**config.mk**
```make
export PLATFORM = sky130hd
export DESIGN_NAME = thermal_diode_emulation_fsm
export DESIGN_NICKNAME = d
export VERILOG_FILES = /design/src/logic/tdefsm_pkg.sv /design/src/logic/thermal_diode_emulation_fsm.sv
export SDC_FILE = /design/constraint.sdc
export NUM_CORES = 1
export LEC_CHECK = 0
export BUFFER_PORTS_ARGS = -buffer_cell sky130_fd_sc_hd__buf_2
export CAP_MARGIN = 20
export CORE_ASPECT_RATIO = 1.1
export CORE_MARGIN = 1.5
export CORE_UTILIZATION = 35
export CTS_CLUSTER_DIAMETER = 40
export DETAILED_ROUTE_END_ITERATION = 8
export GPL_ROUTABILITY_DRIVEN = 0
export RECOVER_POWER = 50
export SYNTH_ARGS = -nofsm -noshare
export SYNTH_HDL_FRONTEND = slang
export SYNTH_SLANG_ARGS = --single-unit
```
**constraint.sdc**
```tcl
create_clock -name ref_clk_i -period 3.5 [get_ports ref_clk_i]
set_clock_uncertainty 0.2 [all_clocks]
set_input_delay 0.7 -clock ref_clk_i [delete_from_list [all_inputs] [get_ports ref_clk_i]]
set_output_delay 0.7 -clock ref_clk_i [all_outputs]
set_load 0.02 [all_outputs]
```
**src/logic/tdefsm_pkg.sv**
```systemverilog
package tdefsm_pkg;
	// Blanking interval after a command falling edge
	localparam int BLANK_NS = 200;
	localparam int CLK_PERIOD_NS = 100;
	localparam int BLANK_CYCLES = (BLANK_NS + CLK_PERIOD_NS - 1) / CLK_PERIOD_NS;
	localparam int SYNC_STAGES = 2;
	// Power-up phases
	typedef enum logic [1:0] {
		PWR_RAMP,
		PWR_BUILD,
		PWR_READY
	} power_phase_e;
	// Emulation states: blank (1), watch (2), conduct (3)
	typedef enum logic [1:0] {
		EMU_BLANK,
		EMU_WATCH,
		EMU_CONDUCT
	} emu_state_e;
	// Comparator and flag inputs as one bundle
	typedef struct packed {
		logic drain_negative;
		logic drain_forward_current;
		logic switch_trip;
		logic driver_trip;
		logic supply_above_rise;
		logic supply_below_fall;
		logic five_volt_regulator_good;
		logic negative_rail_good;
	} sense_s;
	localparam int SENSE_W = $bits(sense_s);
endpackage

```
**src/logic/thermal_diode_emulation_fsm.sv**
```systemverilog
// What this block does
// - Command falling edge forces state 1 during emulation, except in the switch trip entry cycle
// - State 1 holds off, then goes to 2
// - Blanking is fixed time, no drain wait
// - State 2 off; negative drain goes to 3
// - Entering switch trip starts in state 2
// - State 3 on; forward current goes to 2
// - Without command edges only 2 and 3 alternate
// - No count or block of repeated edges
// - Alarm low during switch thermal shutdown
// - Alarm low from supply ramp start
// - Lockout halts rail build until rise again
// - Both rails good release alarm, follow command
// - Driver trip disables emulation, switch, rails
// - Driver trip clear resumes emulation or normal
module thermal_diode_emulation_fsm #(
	parameter int BLANK_CYCLES = tdefsm_pkg::BLANK_CYCLES
) (
	// Clock, reset, enable
	input wire logic ref_clk_i,
	input wire logic srst_i,
	input wire logic clk_en_i,
	// Command and sense inputs
	input wire logic switch_cmd_i,
	input wire tdefsm_pkg::sense_s sense_i,
	// Outputs
	output logic gate_en_o,
	output logic alarm_n_o,
	output logic rails_en_o,
	output logic emulating_o
);
	localparam int CW = (BLANK_CYCLES > 1) ? $clog2(BLANK_CYCLES + 1) : 1;

	// Refuse a blanking length that the counter cannot serve
	if (BLANK_CYCLES < 1) begin : blank_check
		$error("BLANK_CYCLES must be at least 1");
	end

	tdefsm_pkg::sense_s sync1_r, sense_r;
	logic cmd1_r, cmd_r, cmd_d_r;
	logic trip_d_r;
	tdefsm_pkg::power_phase_e phase_r;
	tdefsm_pkg::emu_state_e emu_r;
	logic [CW-1:0] blank_cnt_r;
	logic cmd_fall, emu_active, trip_rise, fault;

	// Two-flop synchronisers; the first stage feeds only the second
	always_ff @(posedge ref_clk_i) begin
		if (srst_i) begin
			sync1_r <= '0;
			sense_r <= '0;
			cmd1_r <= 1'b0;
			cmd_r <= 1'b0;
		end else if (clk_en_i) begin
			sync1_r <= sense_i;
			sense_r <= sync1_r;
			cmd1_r <= switch_cmd_i;
			cmd_r <= cmd1_r;
		end
	end

	always_ff @(posedge ref_clk_i) begin
		if (srst_i) begin
			cmd_d_r <= 1'b0;
			trip_d_r <= 1'b0;
		end else if (clk_en_i) begin
			cmd_d_r <= cmd_r;
			trip_d_r <= emu_active;
		end
	end

	assign cmd_fall = cmd_d_r & ~cmd_r;
	// Emulation only with switch trip and no driver trip
	assign emu_active = (phase_r == tdefsm_pkg::PWR_READY) && sense_r.switch_trip
		&& !sense_r.driver_trip;
	assign trip_rise = emu_active & ~trip_d_r;
	assign fault = sense_r.switch_trip | sense_r.driver_trip;

	// Power-up sequencing
	always_ff @(posedge ref_clk_i) begin
		if (srst_i) begin
			phase_r <= tdefsm_pkg::PWR_RAMP;
		end else if (clk_en_i) begin
			unique case (phase_r)
				tdefsm_pkg::PWR_RAMP: begin
					if (sense_r.supply_above_rise)
						phase_r <= tdefsm_pkg::PWR_BUILD;
				end
				tdefsm_pkg::PWR_BUILD: begin
					if (sense_r.supply_below_fall)
						phase_r <= tdefsm_pkg::PWR_RAMP;
					else if (sense_r.five_volt_regulator_good && sense_r.negative_rail_good)
						phase_r <= tdefsm_pkg::PWR_READY;
				end
				tdefsm_pkg::PWR_READY: begin
					if (sense_r.supply_below_fall)
						phase_r <= tdefsm_pkg::PWR_RAMP;
				end
				default: phase_r <= tdefsm_pkg::PWR_RAMP;
			endcase
		end
	end

	// Emulation state machine; every falling edge in emulation past the trip entry cycle handled alike, no history kept
	always_ff @(posedge ref_clk_i) begin
		if (srst_i) begin
			emu_r <= tdefsm_pkg::EMU_WATCH;
		end else if (clk_en_i) begin
			if (!emu_active || trip_rise) begin
				emu_r <= tdefsm_pkg::EMU_WATCH;
			end else if (cmd_fall) begin
				emu_r <= tdefsm_pkg::EMU_BLANK;
			end else begin
				unique case (emu_r)
					tdefsm_pkg::EMU_BLANK: begin
						if (blank_cnt_r == CW'(BLANK_CYCLES - 1))
							emu_r <= tdefsm_pkg::EMU_WATCH;
					end
					tdefsm_pkg::EMU_WATCH: begin
						if (sense_r.drain_negative)
							emu_r <= tdefsm_pkg::EMU_CONDUCT;
					end
					tdefsm_pkg::EMU_CONDUCT: begin
						if (sense_r.drain_forward_current)
							emu_r <= tdefsm_pkg::EMU_WATCH;
					end
					default: emu_r <= tdefsm_pkg::EMU_WATCH;
				endcase
			end
		end
	end

	// Fixed blanking counter; it never waits on drain voltage
	always_ff @(posedge ref_clk_i) begin
		if (srst_i) begin
			blank_cnt_r <= '0;
		end else if (clk_en_i) begin
			if (cmd_fall || emu_r != tdefsm_pkg::EMU_BLANK)
				blank_cnt_r <= '0;
			else if (blank_cnt_r != CW'(BLANK_CYCLES - 1))
				blank_cnt_r <= blank_cnt_r + 1'b1;
		end
	end

	// Registered outputs
	always_ff @(posedge ref_clk_i) begin
		if (srst_i) begin
			gate_en_o <= 1'b0;
			alarm_n_o <= 1'b0;
			rails_en_o <= 1'b0;
			emulating_o <= 1'b0;
		end else if (clk_en_i) begin
			alarm_n_o <= (phase_r == tdefsm_pkg::PWR_READY) && !fault;
			rails_en_o <= (phase_r != tdefsm_pkg::PWR_RAMP) && !sense_r.driver_trip;
			emulating_o <= emu_active;
			if (phase_r != tdefsm_pkg::PWR_READY || sense_r.driver_trip)
				gate_en_o <= 1'b0;
			else if (sense_r.switch_trip)
				gate_en_o <= emu_active && !trip_rise && !cmd_fall
					&& emu_r == tdefsm_pkg::EMU_CONDUCT;
			else
				gate_en_o <= cmd_r;
		end
	end
endmodule

```
==> results.md <==
Placed design:
- The post-placement cell count is 171.
- The total half-perimeter wirelength after legalization and detailed placement is 1440 microns.
- Input and output buffers added on the ports amount to 15.

Hold path:
- The startpoint identified for the worst hold timing path is gate_en_o.
- The path with the worst hold slack has its endpoint at gate_en_o.
- The tightest min-delay check is of the reg2reg type.
- Along the worst hold path, the cell count comes to 2.

Die:
- The total die area is 3770 sq um.
- The y dimension of the die is 64.2 microns.
- In this run the core area contains 22 standard-cell rows.
- The top-level I/O count is 16.
- The area inside the core boundary is 3300 sq um.
- The effective utilization at floorplan is 0.361.
- Measured along the x axis, the die boundary spans 58.7 microns.

Clock network:
- After clock tree synthesis, the flow added hold-fix buffers numbering 0.
- The clock passes through at most 2 buffers.
- The tree built by TritonCTS fans out to 29 sinks.
- After clock tree synthesis, the clock-pin slew on the worst setup and hold paths is 0.09 ns.
- The insertion delay to the later sink of the worst-skew pair is 0.33 ns.
- The quantity of gates resized following cts is 0.
- Buffers inserted during clock tree synthesis total 5.
- The clock tree synthesis step divided the H-tree into 2 levels.
- In this run the post-CTS setup repair buffer count came out at 0.
- TritonCTS built the clock tree.
- The clock root buffer is sky130_fd_sc_hd__clkbuf_4.

Run:
- The tool flagged a number of max-cap violations equal to 0.

GRT:
- The sum of overflow across all layers after global routing is 0.
- In the global route stage, overall resource usage came out at 0.135.
- The number of global-route vias before repair was 889.
- The wire length of the first global-routing pass is 3720 microns.
- Entering global routing, the biggest net connects 30 pins.
- The number of antenna violations at the first check in global routing came to 0.

Status:
- The run finished with clean final reports.

Route:
- The wire length reported by the detailed router is 2140 microns.
- The routed length per instance is 12.0 microns.
- The number of search-and-repair iterations in the first detailed-routing pass is 4.
- Dividing the detail-routed via count by the number of cells gives 5.10.
- The total number of vias is 908.
- The first routing iteration left 15 violations.
- Once detail routing completed, the nets flagged for antenna violations numbered 0.
- The remaining routing DRC violations is 0.

Worst setup path:
- The number of cells on the critical path is 1.
- The critical path endpoint category is an output port.
- The cell class contributing the biggest share of worst-path delay is flip-flops.
- The nature of the critical path startpoint is a flop.
- At the worst endpoint, the required time is 2.60 ns.
- The worst reg-to-reg setup slack is 2.00 ns.
- The largest driver fanout on the critical path is 5.
- In this run the critical register-to-register path is launched from phase_r[1].
- Together, buffers and inverters on the worst path number 1.
- For the worst setup path, the data arrival time is 0.92 ns.
- The endpoint of the worst-slack reg-to-reg timing path is emu_r[0].
- The class of the most critical setup path is reg2out.
- The number of cells on the worst reg-to-reg path is 4.
- The cell with the largest stage delay on the worst path is sky130_fd_sc_hd__dfxtp_1.
- Walking the worst path, the cells encountered are buf_2.
- The first element of the critical path is emulating_o.
- The biggest cell delay along the critical path is 0.40 ns.

Timing:
- The number of pins exceeding their max-slew limit in the final report is 0.
- The hold violation total from the final report was 0.
- The final clock period utilization by the worst path is 0.520.
- The transition time of the tightest slew-check pin is 0.520 ns.
- The sum of negative setup slack is 0 ns.
- The worst slew margin relative to its limit is 0.654.
- After layout, the minimum clock period comes to 1.82 ns.
- The upper clock frequency limit is 549 MHz.
- Setup repair after global routing left no endpoint under its margin.
- Setup violations remaining at the end of the flow were counted as 0.

Synth:
- Of the synthesized area, sequential elements account for 0.487.
- The count of cell types in the netlist is 31.
- The count of mapped cells out of synthesis is 125.
- A synthesized cell averages 9.54 sq um.
- In this run, synthesis produced a sequential element count of 29.
- The number of warnings reported in the yosys synthesis log is 0.
- The post-synthesis cell area is 1190 sq um.
- Counting every net in the synthesized netlist gives 138.

Cells and area:
- 0 antenna diodes ended up in the layout.
- The commonest non-fill, non-tap cell in the layout is sky130_fd_sc_hd__dfxtp_1.
- Excluding fillers, the count of instances in the completed layout stands at 178.
- Compared with the post-synthesis result, the final layout area differs by 13.1%.
- The post-layout net count is 155.
- The library cells used most frequently in the layout, excluding fill and tap cells, are sky130_fd_sc_hd__dfxtp_1 (29), sky130_fd_sc_hd__nor2_1 (28), sky130_fd_sc_hd__mux2i_1 (19), sky130_fd_sc_hd__buf_2 (15), sky130_fd_sc_hd__nand2_1 (7).
- In the final layout, the share of cells above drive strength 1 is 0.190.

Power and ir drop:
- The power per standard cell area is 443 nW/um^2.
- The worst vdd rail ir drop is 0.221 mV.
- The static leakage is 0.561 nW.
-- state kept, by name, indices dropped and copies added (netlist names), 2 cells and up --
register,flops
phase_r,2
sync1_r,8
blank_cnt_r,2
emu_r,2
sense_r,8
-- where the power goes --
part / internal, mW / leakage, nW / switching [mW]
sequential: 0.341 / 0.236 / 0.00755
clock: 0.0946 / 0.0314 / 0.111
combinational: 0.0195 / 0.293 / 0.0233
-- cells by family (layout without fill, tap and decap cells) --
logic type | Yosys count | in the layout | synth area share
flip-flops | 29 | 29 | 0.487
adder cells (fa/ha/maj) | 1 | 1 | 0.0105
AO/OA/AOI/OAI | 19 | 19 | 0.113
multiplexers | 20 | 20 | 0.169
buffers and inverters | 9 | 26 | 0.0315
AND/OR/NAND/NOR | 47 | 47 | 0.189
-- area by class of cell --
type	instances	area, sq um
fill	354	1950
sequential	29	581
multi-input combinational	87	574
timing repair buffer	16	82.6
clock buffer	7	55.1
tap	36	45.0
inverter	3	11.3
-- worst max-delay path by stage --
stage | to | slack, ns
floorplan | sense_r[6] | 1.79
global placement | gate_en_o | 1.57
detailed placement | blank_cnt_r[0] | 1.51
CTS | emulating_o | 1.65
global route | emulating_o | 1.62
finish | emulating_o | 1.68
-- Yosys cell counts --
cell type | instances | area, sq um
sky130_fd_sc_hd__buf_2 | 3 | 15.0
sky130_fd_sc_hd__nand2b_1 | 2 | 12.5
sky130_fd_sc_hd__a21o_1 | 1 | 7.51
sky130_fd_sc_hd__mux2i_1 | 19 | 190
sky130_fd_sc_hd__o21ai_0 | 3 | 15.0
sky130_fd_sc_hd__a21oi_1 | 5 | 25.0
sky130_fd_sc_hd__ha_1 | 1 | 12.5
sky130_fd_sc_hd__a22oi_1 | 1 | 7.51
sky130_fd_sc_hd__a211oi_2 | 1 | 12.5
sky130_fd_sc_hd__a221oi_1 | 1 | 8.76
sky130_fd_sc_hd__dfxtp_1 | 29 | 581
sky130_fd_sc_hd__nor4b_1 | 1 | 8.76
sky130_fd_sc_hd__nor2_1 | 28 | 105
sky130_fd_sc_hd__nand4_1 | 1 | 6.26
sky130_fd_sc_hd__a21oi_2 | 1 | 8.76
sky130_fd_sc_hd__a2111o_1 | 1 | 11.3
sky130_fd_sc_hd__a2bb2oi_1 | 1 | 8.76
sky130_fd_sc_hd__o22a_1 | 1 | 8.76
sky130_fd_sc_hd__a31oi_1 | 2 | 12.5
sky130_fd_sc_hd__nor3b_1 | 1 | 7.51
sky130_fd_sc_hd__clkbuf_1 | 2 | 7.51
sky130_fd_sc_hd__nand3_1 | 2 | 10.0
sky130_fd_sc_hd__inv_1 | 3 | 11.3
sky130_fd_sc_hd__nor3_1 | 1 | 5.00
sky130_fd_sc_hd__a211o_1 | 1 | 8.76
sky130_fd_sc_hd__nor3b_4 | 1 | 18.8
sky130_fd_sc_hd__mux2_2 | 1 | 11.3
sky130_fd_sc_hd__and3_2 | 1 | 7.51
sky130_fd_sc_hd__buf_1 | 1 | 3.75
sky130_fd_sc_hd__nand4b_1 | 2 | 17.5
sky130_fd_sc_hd__nand2_1 | 7 | 26.3
-- metal layers --
metal,wire (microns),GRT usage
met5,0,0
met4,47,0.0682
met3,123,0.0668
met2,1050,0.235
met1,910,0.129
-- through the flow --
stage	hold slack [ns]	util	power [mW]	instance area, sq um	setup slack (ns)
detailed placement	0.271	0.392	0.400	1290	1.51
global route	0.310	0.408	0.630	1350	1.62
finish	0.282	0.408	0.597	1350	1.68
CTS	0.286	0.408	0.609	1350	1.65
global placement	0.262	0.392	0.398	1290	1.57
floorplan	0.252	-	0.386	1190	1.79
-- worst reg2reg max path, cell delays in order, from the launching register on --
cell,delay (ns)
sky130_fd_sc_hd__dfxtp_1,0.40
sky130_fd_sc_hd__nor3b_4,0.28
sky130_fd_sc_hd__nand3_1,0.10
sky130_fd_sc_hd__a2111o_1,0.28
sky130_fd_sc_hd__a21o_1,0.15
(Power assumes the default switching activity.)
